### src/pkg/scha_pkg.sv
// constants shared by the host access and reset logic
package scha_pkg;

  // ----------------------------------------------------------------
  // timing, in peripheral clock cycles
  // ----------------------------------------------------------------
  localparam int RECOV_CYC   = 4;  // access recovery after a strobe
  localparam int STRETCH_CYC = 5;  // reset stretch, upper bound of 4..5
  localparam int CNT_W       = 4;

  // ----------------------------------------------------------------
  // register addresses
  // ----------------------------------------------------------------
  localparam logic [3:0] ADDR_CMD  = 4'h0;
  localparam logic [3:0] ADDR_WR2  = 4'h2;
  localparam logic [3:0] ADDR_WR3  = 4'h3;
  localparam logic [3:0] ADDR_WR4  = 4'h4;
  localparam logic [3:0] ADDR_WR5  = 4'h5;
  localparam logic [3:0] ADDR_SEV  = 4'h7;
  localparam logic [3:0] ADDR_DATA = 4'h8;
  localparam logic [3:0] ADDR_MIC  = 4'h9;
  localparam logic [3:0] ADDR_MISC = 4'ha;
  localparam logic [3:0] ADDR_RD11 = 4'hb;
  localparam logic [3:0] ADDR_CFG  = 4'hf;

  // ----------------------------------------------------------------
  // field positions and codes
  // ----------------------------------------------------------------
  localparam int         PTR_W          = 3;
  localparam int         CODE_LSB       = 3;
  localparam logic [2:0] CODE_POINT_HIGH = 3'h1;
  localparam int         RST_LSB        = 6;
  localparam logic [1:0] RST_NONE       = 2'h0;
  localparam logic [1:0] RST_CH_B       = 2'h1;
  localparam logic [1:0] RST_CH_A       = 2'h2;
  localparam logic [1:0] RST_HW         = 2'h3;
  localparam int         CFG_ALT_BIT    = 0;
  localparam int         CFG_FIFO_BIT   = 2;
  localparam int         ALT_EXT_BIT    = 6;
  localparam logic       CH_A           = 1'b1;

  // ----------------------------------------------------------------
  // reset values: kept bits and forced bits, index is the address
  // ----------------------------------------------------------------
  localparam logic [15:0][7:0] HW_KEEP = {
    8'h00, 8'hc0, 8'hff, 8'hff, 8'h00, 8'h00, 8'h03, 8'hff,
    8'hff, 8'hff, 8'h61, 8'hfb, 8'hfe, 8'hff, 8'h24, 8'h00};
  localparam logic [15:0][7:0] HW_SET = {
    8'hf8, 8'h30, 8'h00, 8'h00, 8'h08, 8'h00, 8'hc0, 8'h00,
    8'h00, 8'h00, 8'h00, 8'h04, 8'h00, 8'h00, 8'h00, 8'h00};
  localparam logic [15:0][7:0] CH_KEEP = {
    8'h00, 8'hc3, 8'hff, 8'hff, 8'hff, 8'h60, 8'hdf, 8'hff,
    8'hff, 8'hff, 8'h61, 8'hfb, 8'hfe, 8'hff, 8'h24, 8'h00};
  localparam logic [15:0][7:0] CH_SET = {
    8'hf8, 8'h20, 8'h00, 8'h00, 8'h00, 8'h00, 8'h00, 8'h00,
    8'h00, 8'h00, 8'h00, 8'h04, 8'h00, 8'h00, 8'h00, 8'h00};
  localparam logic [7:0] ALT7_RST = 8'h20;
  localparam logic [7:0] ST0_KEEP = 8'hb8;
  localparam logic [7:0] ST0_SET  = 8'h44;
  localparam logic [7:0] ST1_KEEP = 8'h01;
  localparam logic [7:0] ST1_SET  = 8'h06;
  localparam logic [7:0] ST10_KEEP = 8'h40;
  localparam logic [5:0] IP_CH_A  = 6'h38;
  localparam logic [5:0] IP_CH_B  = 6'h07;

  // synchroniser idle value {as,ds,iack,ab,dc,ce,wr,rd,din}
  localparam logic [15:0] PIN_IDLE = 16'he700;

endpackage : scha_pkg

### src/pkg/scha_pin_if.sv
// synchronised host pins passed from the synchroniser to the port logic
`timescale 1ns/1ps
interface scha_pin_if;
  logic       rd_n;
  logic       wr_n;
  logic       ce_n;
  logic       dc;
  logic       ab;
  logic       iack_n;
  logic       as_n;
  logic       ds_n;
  logic [7:0] din;
  modport src (output rd_n, wr_n, ce_n, dc, ab, iack_n, as_n, ds_n, din);
  modport dst (input rd_n, wr_n, ce_n, dc, ab, iack_n, as_n, ds_n, din);
endinterface : scha_pin_if

### src/hw/scha_pin_sync.sv
// three-stage pin synchroniser with second/third stage agreement
`timescale 1ns/1ps
module scha_pin_sync
  import scha_pkg::*;
(
  input  wire logic       clock,
  input  wire logic       rst_n,
  input  wire logic       rd_n,
  input  wire logic       wr_n,
  input  wire logic       ce_n,
  input  wire logic       dc,
  input  wire logic       ab,
  input  wire logic       int_ack_n,
  input  wire logic       addr_strobe_n,
  input  wire logic       data_strobe_n,
  input  wire logic [7:0] din,
  scha_pin_if.src         pins
);
  logic [15:0] raw;
  logic [15:0] s1_q;
  logic [15:0] s2_q;
  logic [15:0] s3_q;
  logic [15:0] q_q;

  assign raw = {addr_strobe_n, data_strobe_n, int_ack_n, ab, dc, ce_n,
                wr_n, rd_n, din};

  // stage one feeds stage two only; filtered value moves on agreement
  always_ff @(posedge clock) begin
    if (!rst_n) begin
      s1_q <= PIN_IDLE;
      s2_q <= PIN_IDLE;
      s3_q <= PIN_IDLE;
      q_q  <= PIN_IDLE;
    end else begin
      s1_q <= raw;
      s2_q <= s1_q;
      s3_q <= s2_q;
      q_q  <= (~(s2_q ^ s3_q) & s3_q) | ((s2_q ^ s3_q) & q_q);
    end
  end

  assign {pins.as_n, pins.ds_n, pins.iack_n, pins.ab, pins.dc,
          pins.ce_n, pins.wr_n, pins.rd_n, pins.din} = q_q;

endmodule : scha_pin_sync

### src/hw/scha_guard.sv
// recovery and reset-stretch counter gating new accesses
`timescale 1ns/1ps
module scha_guard
  import scha_pkg::*;
(
  input  wire logic             clock,
  input  wire logic             rst_n,
  input  wire logic             hold,
  input  wire logic             load,
  input  wire logic [CNT_W-1:0] load_cnt,
  output logic                  busy
);
  logic [CNT_W-1:0] cnt_q;

  // held at the stretch count while reset is held, then runs down
  always_ff @(posedge clock) begin
    if (!rst_n) begin
      cnt_q <= '0;
    end else if (hold) begin
      cnt_q <= CNT_W'(STRETCH_CYC);
    end else if (load) begin
      cnt_q <= load_cnt;
    end else if (cnt_q != '0) begin
      cnt_q <= cnt_q - 1'b1;
    end
  end

  assign busy = hold | (cnt_q != '0);

endmodule : scha_guard

### src/hw/scha_top.sv
// host access port: pointer, enhancement enables and resets
`timescale 1ns/1ps

module scha_top
  import scha_pkg::*;
(
  input  wire logic        clock,
  input  wire logic        rst_n,
  input  wire logic        rd_n,
  input  wire logic        wr_n,
  input  wire logic        ce_n,
  input  wire logic        dc,
  input  wire logic        ab,
  input  wire logic        int_ack_n,
  input  wire logic        addr_strobe_n,
  input  wire logic        data_strobe_n,
  input  wire logic [7:0]  data_in,
  input  wire logic [7:0]  rx_data,
  input  wire logic [15:0] fifo_status,
  input  wire logic [5:0]  int_src,
  output logic      [7:0]  data_out,
  output logic             data_oe,
  output logic      [7:0]  tx_data,
  output logic             tx_wr,
  output logic             rx_rd,
  output logic             xfer_ch,
  output logic      [5:0]  int_pending_bits,
  output logic      [1:0]  status_fifo_en,
  output logic      [1:0]  alt_seven_en,
  output logic      [1:0]  ext_read_en,
  output logic             int_reset,
  output logic             acc_busy
);

  // ----------------------------------------------------------------
  // synchronised pins and guard counter
  // ----------------------------------------------------------------
  scha_pin_if pins ();

  scha_pin_sync u_sync (
    .clock         (clock),
    .rst_n         (rst_n),
    .rd_n          (rd_n),
    .wr_n          (wr_n),
    .ce_n          (ce_n),
    .dc            (dc),
    .ab            (ab),
    .int_ack_n     (int_ack_n),
    .addr_strobe_n (addr_strobe_n),
    .data_strobe_n (data_strobe_n),
    .din           (data_in),
    .pins          (pins.src)
  );

  logic             hw_hold;
  logic             busy;
  logic             guard_load;
  logic [CNT_W-1:0] guard_cnt;

  scha_guard u_guard (
    .clock    (clock),
    .rst_n    (rst_n),
    .hold     (hw_hold),
    .load     (guard_load),
    .load_cnt (guard_cnt),
    .busy     (busy)
  );

  // ----------------------------------------------------------------
  // state
  // ----------------------------------------------------------------
  logic [7:0] wreg_q [2][16];  // write registers per channel
  logic [7:0] alt7_q [2];
  logic [7:0] st0_q  [2];
  logic [7:0] st1_q  [2];
  logic [7:0] st10_q [2];
  logic [3:0] ptr_q;
  logic [5:0] ip_q;
  logic       acc_q;
  logic       iack_hi_q;
  logic [7:0] data_out_q;
  logic       data_oe_q;
  logic [7:0] tx_data_q;
  logic       tx_wr_q;
  logic       rx_rd_q;
  logic       xfer_ch_q;
  logic [1:0] fifo_en_q;
  logic [1:0] alt_en_q;
  logic [1:0] ext_en_q;
  logic       int_reset_q;
  logic       acc_busy_q;

  logic       acc;
  logic       start;
  logic       is_rd;
  logic       ch;
  logic       wr_ctl;
  logic       sw_cmd;
  logic [1:0] rst_code;
  logic       sw_hw;
  logic       sw_ch;
  logic       sw_ch_sel;
  logic [3:0] eff_addr;
  logic [7:0] rdata;

  // resets a byte: undefined bits are kept, defined bits forced
  function automatic logic [7:0] rst_byte(input logic       hw,
                                          input logic [3:0] a,
                                          input logic [7:0] old);
    if (hw)
      return (old & HW_KEEP[a]) | HW_SET[a];
    return (old & CH_KEEP[a]) | CH_SET[a];
  endfunction : rst_byte

  // ----------------------------------------------------------------
  // access decode
  // ----------------------------------------------------------------
  assign hw_hold  = !pins.as_n && !pins.ds_n;
  assign acc      = !pins.ce_n && (!pins.rd_n || !pins.wr_n);
  assign is_rd    = !pins.rd_n;
  assign ch       = pins.ab;
  // a new access needs a prior high acknowledge and an idle guard
  assign start    = acc && !acc_q && iack_hi_q && !busy;
  assign eff_addr = pins.dc ? ADDR_DATA : ptr_q;
  assign wr_ctl   = start && !is_rd && !pins.dc;
  assign sw_cmd   = wr_ctl && (ptr_q == ADDR_MIC);
  assign rst_code = pins.din[RST_LSB +: 2];
  assign sw_hw    = sw_cmd && (rst_code == RST_HW);
  assign sw_ch    = sw_cmd && (rst_code == RST_CH_A ||
                               rst_code == RST_CH_B);
  assign sw_ch_sel = (rst_code == RST_CH_A);

  // recovery on every access, longer when a reset is commanded
  assign guard_load = start;
  assign guard_cnt  = (sw_hw || sw_ch) ?
                      CNT_W'(RECOV_CYC + STRETCH_CYC) :
                      CNT_W'(RECOV_CYC);

  // edge detect and acknowledge sample, both on synchronised pins
  always_ff @(posedge clock) begin
    if (!rst_n) begin
      acc_q     <= 1'b0;
      iack_hi_q <= 1'b0;
    end else begin
      acc_q     <= acc;
      iack_hi_q <= pins.iack_n;
    end
  end

  // ----------------------------------------------------------------
  // read multiplexer
  // ----------------------------------------------------------------
  always_comb begin
    logic fifo;
    logic ext;
    fifo  = wreg_q[ch][ADDR_CFG][CFG_FIFO_BIT];
    ext   = wreg_q[ch][ADDR_CFG][CFG_ALT_BIT] &&
            alt7_q[ch][ALT_EXT_BIT];
    rdata = 8'h00;
    case (eff_addr)
      4'h0: rdata = st0_q[ch];
      4'h1: rdata = st1_q[ch];
      4'h2: rdata = wreg_q[ch][ADDR_WR2];
      4'h3: rdata = (ch == CH_A) ? {2'h0, ip_q} : 8'h00;
      4'h4: rdata = ext ? wreg_q[ch][ADDR_WR4] : st0_q[ch];
      4'h5: rdata = ext ? wreg_q[ch][ADDR_WR5] : st1_q[ch];
      4'h6: rdata = fifo ? fifo_status[7:0] :
                    wreg_q[ch][ADDR_WR2];
      4'h7: rdata = fifo ? fifo_status[15:8] :
                    ((ch == CH_A) ? {2'h0, ip_q} : 8'h00);
      4'h8: rdata = rx_data;
      4'h9: rdata = ext ? wreg_q[ch][ADDR_WR3] :
                    wreg_q[ch][4'hd];
      4'ha: rdata = st10_q[ch];
      4'hb: rdata = ext ? wreg_q[ch][ADDR_MISC] :
                    wreg_q[ch][ADDR_CFG];
      4'he: rdata = ext ? alt7_q[ch] : wreg_q[ch][4'he];
      default: rdata = wreg_q[ch][eff_addr];
    endcase
  end

  // ----------------------------------------------------------------
  // shared register pointer
  // ----------------------------------------------------------------
  always_ff @(posedge clock) begin
    if (!rst_n) begin
      ptr_q <= 4'h0;
    end else if (hw_hold || sw_hw) begin
      ptr_q <= 4'h0;
    end else if (start && !pins.dc) begin
      if (!is_rd && ptr_q == ADDR_CMD)
        ptr_q <= {pins.din[CODE_LSB +: 3] == CODE_POINT_HIGH,
                  pins.din[PTR_W-1:0]};
      else
        ptr_q <= 4'h0;
    end
  end

  // ----------------------------------------------------------------
  // write registers, software and hardware resets
  // ----------------------------------------------------------------
  always_ff @(posedge clock) begin
    if (!rst_n) begin
      for (int c = 0; c < 2; c++) begin
        for (int a = 0; a < 16; a++)
          wreg_q[c][a] <= HW_SET[a];
        alt7_q[c] <= ALT7_RST;
      end
    end else if (hw_hold || sw_hw) begin
      for (int c = 0; c < 2; c++) begin
        for (int a = 0; a < 16; a++)
          wreg_q[c][a] <= rst_byte(1'b1, 4'(a), wreg_q[c][a]);
        alt7_q[c] <= ALT7_RST;
      end
    end else if (sw_ch) begin
      for (int a = 0; a < 16; a++)
        if (4'(a) != ADDR_MIC)
          wreg_q[sw_ch_sel][a] <=
            rst_byte(1'b0, 4'(a), wreg_q[sw_ch_sel][a]);
      alt7_q[sw_ch_sel] <= ALT7_RST;
      for (int c = 0; c < 2; c++)
        wreg_q[c][ADDR_MIC] <= rst_byte(1'b0, ADDR_MIC, pins.din);
    end else if (wr_ctl) begin
      if (ptr_q == ADDR_MIC || ptr_q == ADDR_WR2) begin
        for (int c = 0; c < 2; c++)
          wreg_q[c][ptr_q] <= pins.din;
      end else if (ptr_q == ADDR_SEV &&
                   wreg_q[ch][ADDR_CFG][CFG_ALT_BIT]) begin
        alt7_q[ch] <= pins.din;
      end else begin
        wreg_q[ch][ptr_q] <= pins.din;
      end
    end
  end

  // ----------------------------------------------------------------
  // status registers, reset values only at this level
  // ----------------------------------------------------------------
  always_ff @(posedge clock) begin
    if (!rst_n) begin
      for (int c = 0; c < 2; c++) begin
        st0_q[c]  <= ST0_SET;
        st1_q[c]  <= ST1_SET;
        st10_q[c] <= 8'h00;
      end
    end else if (hw_hold || sw_hw) begin
      for (int c = 0; c < 2; c++) begin
        st0_q[c]  <= (st0_q[c] & ST0_KEEP) | ST0_SET;
        st1_q[c]  <= (st1_q[c] & ST1_KEEP) | ST1_SET;
        st10_q[c] <= st10_q[c] & ST10_KEEP;
      end
    end else if (sw_ch) begin
      st0_q[sw_ch_sel]  <= (st0_q[sw_ch_sel] & ST0_KEEP) | ST0_SET;
      st1_q[sw_ch_sel]  <= (st1_q[sw_ch_sel] & ST1_KEEP) | ST1_SET;
      st10_q[sw_ch_sel] <= st10_q[sw_ch_sel] & ST10_KEEP;
    end
  end

  // ----------------------------------------------------------------
  // interrupt pending bits, frozen while pointing at two or three
  // ----------------------------------------------------------------
  always_ff @(posedge clock) begin
    if (!rst_n) begin
      ip_q <= 6'h00;
    end else if (hw_hold || sw_hw) begin
      ip_q <= 6'h00;
    end else if (sw_ch) begin
      ip_q <= ip_q & ~(sw_ch_sel ? IP_CH_A : IP_CH_B);
    end else if (ptr_q != ADDR_WR2 && ptr_q != ADDR_WR3) begin
      ip_q <= int_src;
    end
  end

  // ----------------------------------------------------------------
  // bus and datapath outputs
  // ----------------------------------------------------------------
  always_ff @(posedge clock) begin
    if (!rst_n) begin
      data_out_q <= 8'h00;
      data_oe_q  <= 1'b0;
      tx_data_q  <= 8'h00;
      tx_wr_q    <= 1'b0;
      rx_rd_q    <= 1'b0;
      xfer_ch_q  <= 1'b0;
    end else begin
      data_oe_q <= !pins.ce_n && !pins.rd_n;
      tx_wr_q   <= start && !is_rd && (eff_addr == ADDR_DATA);
      rx_rd_q   <= start && is_rd && (eff_addr == ADDR_DATA);
      if (start) begin
        xfer_ch_q <= ch;
        if (is_rd)
          data_out_q <= rdata;
        else
          tx_data_q <= pins.din;
      end
    end
  end

  // ----------------------------------------------------------------
  // enhancement enables and reset indication
  // ----------------------------------------------------------------
  always_ff @(posedge clock) begin
    if (!rst_n) begin
      fifo_en_q   <= 2'b00;
      alt_en_q    <= 2'b00;
      ext_en_q    <= 2'b00;
      int_reset_q <= 1'b1;
      acc_busy_q  <= 1'b0;
    end else begin
      for (int c = 0; c < 2; c++) begin
        fifo_en_q[c] <= wreg_q[c][ADDR_CFG][CFG_FIFO_BIT];
        alt_en_q[c]  <= wreg_q[c][ADDR_CFG][CFG_ALT_BIT];
        ext_en_q[c]  <= wreg_q[c][ADDR_CFG][CFG_ALT_BIT] &&
                        alt7_q[c][ALT_EXT_BIT];
      end
      int_reset_q <= hw_hold || sw_hw;
      acc_busy_q  <= busy;
    end
  end

  assign data_out         = data_out_q;
  assign data_oe          = data_oe_q;
  assign tx_data          = tx_data_q;
  assign tx_wr            = tx_wr_q;
  assign rx_rd            = rx_rd_q;
  assign xfer_ch          = xfer_ch_q;
  assign int_pending_bits = ip_q;
  assign status_fifo_en   = fifo_en_q;
  assign alt_seven_en     = alt_en_q;
  assign ext_read_en      = ext_en_q;
  assign int_reset        = int_reset_q;
  assign acc_busy         = acc_busy_q;

endmodule : scha_top

### config.mk
export PLATFORM = sky130hd
export DESIGN_NAME = scha_top
export DESIGN_NICKNAME = d
export VERILOG_FILES = /design/src/pkg/scha_pkg.sv /design/src/pkg/scha_pin_if.sv /design/src/hw/scha_pin_sync.sv /design/src/hw/scha_guard.sv /design/src/hw/scha_top.sv
export SDC_FILE = /design/constraint.sdc
export NUM_CORES = 1
export LEC_CHECK = 0
export BUFFER_PORTS_ARGS = -buffer_cell sky130_fd_sc_hd__buf_2
export CORE_ASPECT_RATIO = 1.5
export CORE_MARGIN = 2
export CORE_UTILIZATION = 54
export CTS_CLUSTER_SIZE = 25
export DETAILED_ROUTE_END_ITERATION = 8
export GPL_TIMING_DRIVEN = 0
export HOLD_SLACK_MARGIN = 0.12
export PLACE_DENSITY = 0.75
export SYNTH_ARGS = -nofsm -noshare
export SYNTH_HDL_FRONTEND = slang
export SYNTH_SLANG_ARGS = --single-unit
### constraint.sdc
create_clock -name clock -period 3.3 [get_ports clock]
set_clock_uncertainty 0.1 [all_clocks]
set_input_delay 0.66 -clock clock [delete_from_list [all_inputs] [get_ports clock]]
set_output_delay 0.66 -clock clock [all_outputs]
set_load 0.01 [all_outputs]
# [Yosys cells after proc, flatten, opt, wreduce, memory -nomap -nowiden]
# Memory sizes are Yosys's and may differ from the RTL's. A register that Yosys moved wholly into a read port is not among the register bits.
# Index checks and enable logic that the tools add are counted.
[op_classes] n_bitwise=310 magnitude_cmp=3 n_reduce_logical=53 n_eq_ne=23 muxes=442 add_sub_neg=1
[op_table] cell="two-way mux 8 bit" count=112
[op_table] cell="two-way mux 128 bit" count=4
[op_table] cell="two-way mux 1 bit" count=306
[op_table] cell="OR 1 bit" count=299
[op_table] cell="OR reduction 128 bit" count=1
[op_table] cell="one-hot mux 8 bit (13 select lines)" count=1
[op_table] cell="bitwise AND 16 bit" count=2
[op_table] cell="binary-select mux 8 bit (select 4 bit)" count=1
[op_table] cell="demux 8 bit (select 4 bit)" count=1
[op_table] cell="two-way mux 4 bit" count=8
[op_table] cell="== test 4 bit (second input constant)" count=6
[op_table] cell="two-way mux 6 bit" count=4
[op_table] cell="logical AND 1 bit" count=22
[op_table] cell="== test 4 x 3 -> 1 bit (second input constant)" count=5
[op_table] cell="inverter 16 bit" count=1
[op_table] cell="OR 16 bit" count=1
[op_table] cell="OR reduction 8 bit" count=2
[op_table] cell="bitwise XOR 16 bit" count=1
[op_table] cell="two-way mux 7 bit" count=2
[op_table] cell="== test 4 x 2 -> 1 bit (second input constant)" count=3
[op_table] cell=">= comparator 5 bit (second input constant)" count=2
[op_table] cell="two-way mux 5 bit" count=2
[op_table] cell="inverter 4 -> 5 bit" count=2
[op_table] cell="logical NOT 1 bit" count=8
[op_table] cell="other kinds (21)" count=36
[totals] n_memories=5 out_inout_bits=34 in_bits=48 wordCells=858 register_bits=108 mem_bits_rw=284
[memory_table] name="wreg_q" depth=2 width=128 rd=3 rd_clocked_by_memory_dff=1 wr=3 line="scha_top.sv:72" rtl="logic [7:0] wreg_q [2][16];"
[memory_table] name="alt7_q" depth=2 width=8 rd=3 rd_clocked_by_memory_dff=1 wr=2 line="scha_top.sv:73" rtl="logic [7:0] alt7_q [2];"
[memory_table] name="st0_q" depth=2 width=4 rd=1 rd_clocked_by_memory_dff=1 wr=2 line="scha_top.sv:74" rtl="logic [7:0] st0_q [2];"
[memory_table] name="st10_q" depth=2 width=1 rd=1 rd_clocked_by_memory_dff=1 wr=2 line="scha_top.sv:76" rtl="logic [7:0] st10_q [2];"
[memory_table] name="st1_q" depth=2 width=1 rd=1 rd_clocked_by_memory_dff=1 wr=2 line="scha_top.sv:75" rtl="logic [7:0] st1_q [2];"

# [Depth between registers and ports, before layout]
# Gate-level depths: netlist of the first run.
[depth] depth_word=20 depth_mapped=11 mapped_depth_nobuf=8

# [By module]
# Synthesis of the first run repeated with hierarchy kept, for this count alone.
[hier_totals] cells_unflattened=1225 hier_area_um2=12929.9
[modules_own_cells] module="scha_top" area_each_um2=10776.6 n_inst=1 cells_each=1029
[modules_own_cells] module="scha_pin_sync" area_each_um2=1891.8 n_inst=1 cells_each=166
[modules_own_cells] module="scha_guard" area_each_um2=261.5 n_inst=1 cells_each=30

# [Least setup slack after synthesis of the first run]
# No wires, ideal clock.
[synth_timing] kind="flip-flop to flip-flop" startpoint="reg u_guard.cnt_q[0]" endpoint="mem wreg_q[0][16] (netlist name), enable pin" path_stages_with_launch=10 t_arrival_ps=2956 slack_ps=-143 setup_time_ps=387 period_less_slack_ps=3443 cell_sequence="dfxtp_1 -> inv_1 -> ha_1 -> or3b_1 -> buf_6 -> or4_1 -> nor3_2 -> nand2_1 -> clkbuf_1 -> o31ai_1"
[synth_lines] element="from (decl)" line="scha_guard.sv:13" rtl="logic [CNT_W-1:0] cnt_q;"
[synth_lines] element="from (signal assigned)" line="scha_guard.sv:20" rtl="cnt_q <= CNT_W'(STRETCH_CYC);"
[synth_lines] element="from (signal assigned)" line="scha_guard.sv:22" rtl="cnt_q <= load_cnt;"
[synth_lines] element="from (signal assigned)" line="scha_guard.sv:24" rtl="cnt_q <= cnt_q - 1'b1;"
[synth_lines] element="to (decl)" line="scha_top.sv:72"

==> impl_metrics.tcl, run 1 <==
set metrics [dict create \
    die_w_um 132 \
    min-delay-start "rd_n" \
    drive_gt1_share_pct 15.8 \
    grt_max_degree 17 \
    max_freq_ghz 0.293 \
    outcome "finished, violations left" \
    ios 82 \
    row_count 70 \
    synth_cell_type_count 74 \
    async_flop_share_pct 0 \
    rr_worst_depth 8 \
    cts_root_buf "clkbuf_16" \
    worst_setup_path_endpoint "data_out[5]" \
    grt_pass1_vias 10900 \
    r2r_end "data_out[5]" \
    arrival_ns 3.78 \
    area_growth_pct 16.0 \
    min_period_ns 3.42 \
    peakVddDrop_mv 0.485 \
    final_cells 1740 \
    design_area_um2 15300 \
    cts_sinks 279 \
    drc_errors 0 \
    antenna_found_initial 3 \
    synthesis.nets 1329 \
    worst_hold_slack_ns 0.175 \
    violations "setup timing" \
    min-delay-path-class "primary input to register" \
    critical_path.top_delay_family "buffers and inverters" \
    end_kind "register" \
    avgSynthCellArea_um2 10.3 \
    setup_viol 6 \
    start_util_pct 54.5 \
    critPathBufInv 3 \
    synth_seq_cells 279 \
    drv_cap 0 \
    dp_cells 1682 \
    firstDrtPassIters 6 \
    cts_tree "built" \
    grt_util_all_layers_pct 38.2 \
    ctsHoldBuffers 0 \
    start_kind "register" \
    worstSetupPathType "register to register" \
    dpl.hpwl_mm 36.1 \
    clk_pin_slew_worst_paths_ns 0.07 \
    grt_pass1_wl_mm 70.9 \
    n_fill_cell 2046 \
    place_congestion 1.13 \
    post-route-period-util_pct 104 \
    relSlewSlack_pct 20.9 \
    critical_path_peak_fanout 10 \
    clockBufferDepth 3 \
    htree_levels 1 \
    yosysSeqAreaShare_pct 54.8 \
    tightest_slew_ns 1.18 \
    ys_warn_count 0 \
    fin_util_pct 63.2 \
    cpMaxStageDelayCell "clkdlybuf4s15_2" \
    nets 1444 \
    r2r_slack_ns -0.12 \
    io_buffers 81 \
    die_h_um 196 \
    postPlaceCellArea_um2 14000 \
    p_leak_nw 5.59 \
    netlist_area_um2 13200 \
    crit_chain "clkbuf_1 > buf_2 > clkdlybuf4s15_2 > mux2i_1 > o22ai_1 > o21ai_0 > nand4_1 > a22o_1" \
    synth_largest_area_cell "edfxtp_1" \
    synth_ff_type "edfxtp_1" \
    slowest_delay_ns 0.57 \
    synth-edff-count 166 \
    drt_wl_total_mm 49.3 \
    antenna_left 0 \
    drt_iter0_drc 1465 \
    core_area_um2 24300 \
    die-area_um2 25800 \
    synth_area_leaders "edfxtp_1 38%, dfxtp_1 17%, and2_1 6.1%" \
    slew_viol_final 0 \
    cellPowerDensity_nw_per_um2 499 \
    clkLatencyLatePin_ns 0.59 \
    layout_setup_ws_ns -0.116 \
    critPathRequiredTime_ns 3.66 \
    via_per_inst 6.51 \
    path_depth 8 \
    cts_buffers 27 \
    syn_inst 1277 \
    vias 11300 \
    wl_per_cell_um 28.3 \
    synth_top_area_share_pct 37.7 \
    gr-total-overflow 0 \
    final_hold_viol_count 0 \
    dp_slack_ns -1.26 \
]
timing repair:
item	4_1_cts	5_1_grt
gates cloned	0	0
setup endpoints to repair	243	160
hold endpoints to repair	0	0
buffers inserted	5	3
gates resized for setup	75	29
pin swaps	3	6
cells by family (layout without fill, tap and decap cells):
kind of cell | Yosys count | count (layout) | share of synthesized area [%]
simple gates | 524 | 524 | 21.6
buf+inv | 119 | 255 | 3.54
fa+ha+maj | 4 | 4 | 0.379
mux | 79 | 79 | 6.12
xor+xnor | 1 | 1 | 0.0663
compound gates | 271 | 271 | 13.4
other cells | 0 | 3 | 0
flops | 279 | 279 | 54.8
power breakdown:
part / switching, mW / leakage [nW] / internal [mW]
combinational: 0.311 / 2.56 / 0.205
sequential: 0.0790 / 2.57 / 3.81
clock: 1.45 / 0.465 / 1.79
total: 1.84 / 5.59 / 5.80
synth_stat cells (all sizes together), types with 2 or more instances:
cell       n
or2        2
a22oi      8
nand2b    42
a211oi    43
o31ai      3
o21ai     67
and4       3
edfxtp   166
o22ai     17
and3      42
a21oi     61
nor2      80
a31oi      3
nor3      36
nand3     25
nand2    105
nor2b     11
buf       16
nand4      7
dfxtp    113
o21a       6
o41ai      2
a311oi     3
a21o       7
nor4       8
mux2       4
inv       14
o2bb2ai    3
and3b      2
a21boi    21
clkbuf    88
nor3b      7
or4b       3
mux2i     74
nand4b     3
o211ai     3
or3b       3
nor4b      5
and2     129
or3        6
ha         4
a2111oi    4
o32ai      3
a22o       5
nand3b     3
registers in the layout, indices dropped and copies added, names as in the netlist, 6 cells and up, named ones only:
name and count:
wreg_q 150, alt7_q 16, u_sync.s1_q 16, u_sync.s2_q 16, u_sync.s3_q 16, data_out 8, tx_data 8, int_pending_bits 6
stage by stage:
step,TNS (ns),power (mW)
floorplan,-0.0981,4.26
global placement,-92.77,4.43
detailed placement,-102.94,4.45
CTS,0,7.62
global route,-0.244,7.83
finish,-0.419,7.64
cells in the final DEF, fill, tap and decap left out, types with 5 or more instances in the layout:
| cell type | instances |
|---|---|
| nand4_1 | 7 |
| clkbuf_8 | 5 |
| nand2_1 | 97 |
| o21ai_2 | 5 |
| a21oi_1 | 60 |
| a21o_1 | 7 |
| nor4_1 | 6 |
| nor3_1 | 32 |
| buf_4 | 10 |
| inv_1 | 14 |
| and2_1 | 128 |
| and3_1 | 40 |
| nand2b_1 | 40 |
| edfxtp_1 | 166 |
| clkbuf_2 | 9 |
| dfxtp_1 | 112 |
| clkbuf_16 | 30 |
| o22ai_1 | 17 |
| mux2i_1 | 73 |
| o21ai_0 | 50 |
| o21ai_4 | 5 |
| a22oi_1 | 8 |
| a21boi_0 | 21 |
| a211oi_1 | 42 |
| buf_2 | 88 |
| nand3_1 | 25 |
| nor3b_1 | 6 |
| o21a_1 | 6 |
| nor2b_1 | 11 |
| o21ai_1 | 7 |
| clkbuf_1 | 76 |
| or3_1 | 5 |
| nand2_2 | 7 |
| nor2_1 | 77 |
worst min path at each step:
stage | endpoint | depth (start not counted)
floorplan | u_sync.s2_q[10] | 1
global placement | u_sync.s2_q[9] | 1
detailed placement | u_sync.s2_q[14] | 1
CTS | u_sync.s1_q[8] | 2
global route | u_sync.s1_q[9] | 2
finish | u_sync.s1_q[8] | 2
per-layer routing:
layer  wire length, µm  part of all wire (%)  GRT usage [%]
met1             16500                    33           43.5
met2             23400                    47           62.5
met3              4540                   9.2           6.72
met4              4890                   9.9           32.1
met5                 0                     0              0
layout make-up:
cell class / count / area (µm²) / share of cell area (%)
tap: 324 / 405 / 2.64
multi-input combinational: 879 / 5740 / 37.5
buffer: 101 / 444 / 2.90
antenna: 3 / 7.51 / 0.0490
clock inverter: 13 / 106 / 0.694
inverter: 15 / 56.3 / 0.367
timing repair buffer: 89 / 490 / 3.20
clock buffer: 37 / 827 / 5.40
sequential: 279 / 7250 / 47.3
Note: power is estimated with default switching activity, not from simulation.
==> run 2, diff against run 1 <==
==> constraint.sdc (replaced) <==
create_clock -name clock -period 2.93 [get_ports clock]
set_clock_uncertainty 0.1 [all_clocks]
set_input_delay 0.586 -clock clock [delete_from_list [all_inputs] [get_ports clock]]
set_output_delay 0.586 -clock clock [all_outputs]
set_load 0.01 [all_outputs]
==> run 2 against run 1 <==
The flow still finishes with violations (setup timing). Total power up 14%. Critical path depth fell by 1. Fmax up 14%. Global-route usage up 0.38 points. Clock power increased by 13%. Count of clock-buffer cells in the layout fell by 2. Sequential power increased by 13%. Core utilization up 2.0 points. Worst hold slack worse by 0.051 ns.
==> impl_metrics.tcl, run 2 (synthesized netlist as in run 1, its figures left out) <==
set metrics [dict create \
    critPathRequiredTime_ns 3.10 \
    layout_setup_ws_ns -0.0674 \
    min_period_ns 3.00 \
    drc_errors 0 \
    firstDrtPassIters 6 \
    clockBufferDepth 3 \
    p_sw_mw 2.04 \
    final_hold_viol_count 0 \
    violations "setup timing" \
    switching_share_pct 23.4 \
    cpMaxStageDelayCell "edfxtp_1" \
    peakVddDrop_mv 0.724 \
    drv_cap 0 \
    n_fill_cell 1984 \
    relSlewSlack_pct 16.3 \
    clkLatencyLatePin_ns 0.56 \
    largest_reg_flops 150 \
    fin_util_pct 65.2 \
    crit_start "wreg_q[1][0]" \
    antenna_found_initial 2 \
    io_buffers 81 \
    r2r_slack_ns -0.07 \
    slew_viol_final 0 \
    setup_viol 14 \
    critical_path_peak_fanout 9 \
    grt_pass1_vias 11100 \
    p_leak_nw 5.81 \
    die_h_um 196 \
    layout_common_cells "166 x edfxtp_1, 127 x and2_1, 108 x dfxtp_1" \
    tightest_slew_ns 1.26 \
    cts_root_buf "clkbuf_16" \
    regMostFlops "wreg_q" \
    worstSetupPathType "register to register" \
    end_kind "register" \
    antenna_left 0 \
    clk_pin_slew_worst_paths_ns 0.07 \
    htree_levels 1 \
    min-delay-start "int_ack_n" \
    max_freq_ghz 0.334 \
    gr-total-overflow 0 \
    power_frac_comb_pct 8.2 \
    core_area_um2 24300 \
    start_util_pct 54.5 \
    cts_sinks 279 \
    grt_pass1_wl_mm 71.8 \
    die_w_um 132 \
    path_common_cell "mux2i_2" \
    setup_tns_ns -0.473 \
    row_count 70 \
    dpl.hpwl_mm 36.9 \
    wl_per_cell_um 28.6 \
    cts_buffers 27 \
    seq_power_share_pct 50.1 \
    start_kind "register" \
    crit_chain "mux2i_2 > o2111a_1 > nand3b_1 > mux2i_2 > buf_4 > nand2_2 > nand2_4" \
    rsz0062_at_grt "true" \
    drive_gt1_share_pct 20.2 \
    cts_tree "built" \
    post-route-period-util_pct 102 \
    min-delay-path-class "primary input to register" \
    grt_util_all_layers_pct 38.6 \
    nets 1464 \
    place_congestion 1.11 \
    drt_wl_total_mm 50.3 \
    arrival_ns 3.17 \
    p_int_mw 6.71 \
    cellPowerDensity_nw_per_um2 553 \
    clockPowerShare_pct 41.7 \
    final_common_cell "edfxtp_1" \
    drt_iter0_drc 1433 \
    vias 11500 \
    outcome "finished, violations left" \
    slowest_delay_ns 0.64 \
    ios 82 \
    die-area_um2 25800 \
    critPathBufInv 1 \
    via_per_inst 6.52 \
    r2r_start "wreg_q[1][0]" \
    area_growth_pct 19.7 \
    grt_max_degree 16 \
    critical_path.top_delay_family "multiplexers" \
]
-- run 2: changes by cell type in the layout (fill, tap and decap cells not counted), moves of 4 or more --
cell      change
buf_4        +23
clkbuf_1     -17
nand2_1       -8
o21ai_0       -8
buf_6         +5
clkinv_2      +5
o21ai_1       +5
dfxtp_1       -4
dfxtp_2       +4
nand2_2       +4
nand2_4       +4
-- run 2: metrics by stage --
step           std cells  total power [mW]  worst slack [ns]  hold slack, ns  area, µm²
3_5_place_dp        1682              5.01             -1.59           0.292      14100
2_1_floorplan       1277              4.81           0.00790           0.286      13300
4_1_cts             1756              8.71           -0.0307           0.123      15600
5_1_grt             1757              8.94           -0.0571           0.131      15800
3_3_place_gp        1682              4.99             -1.61           0.289      14100
6_report            1758              8.75           -0.0674           0.124      15800
-- run 2: timing repair --
action | 4_1_cts | 5_1_grt
hold buffers | 3 | 0
endpoints found under the hold margin | 3 | 0
pin swaps | 19 | 6
setup buffers | 27 | 7
setup endpoints to repair | 344 | 206
gates resized for setup | 126 | 57
-- run 2: worst register-to-register path, cell delays in order, from the launching register on --
cell and delay, ns:
edfxtp_1 0.64, mux2i_2 0.55, o2111a_1 0.26, nand3b_1 0.21, mux2i_2 0.41, buf_4 0.27
nand2_2 0.15, nand2_4 0.13
-- run 2: power by group through the flow --
stage / logic (mW) / registers [mW] / clock network [mW]
finish: 0.718 / 4.38 / 3.65
global route: 0.757 / 4.39 / 3.79
CTS: 0.683 / 4.38 / 3.65
detailed placement: 0.550 / 4.46 / 0
global placement: 0.534 / 4.46 / 0
floorplan: 0.367 / 4.44 / 0
-- run 2: final cells by class --
class,instances,area [µm²],share of cell area [%]
clock inverter,15,148,0.934
clock buffer,35,790,4.99
multi-input combinational,879,5960,37.7
antenna,1,2.50,0.0158
inverter,15,60.1,0.380
tap,324,405,2.56
sequential,279,7250,45.9
timing repair buffer,118,747,4.72
buffer,92,449,2.84
-- run 2: final timing paths --
check               endpoint  depth (start not counted)
max reg2reg    wreg_q[1][81]                          7
min reg2reg  u_sync.s2_q[10]                          1
max            wreg_q[1][81]                          7
min          u_sync.s1_q[13]                          2
-- run 2: metal layers --
metal  wire (µm)  vias to the layer above  global-route usage, %
met5           0                        -                      0
met4        5210                        0                   33.1
met3        4650                      237                   6.02
met2       23700                      813                   63.8
met1       16700                     5522                   43.6
li1            -                     4891                      -
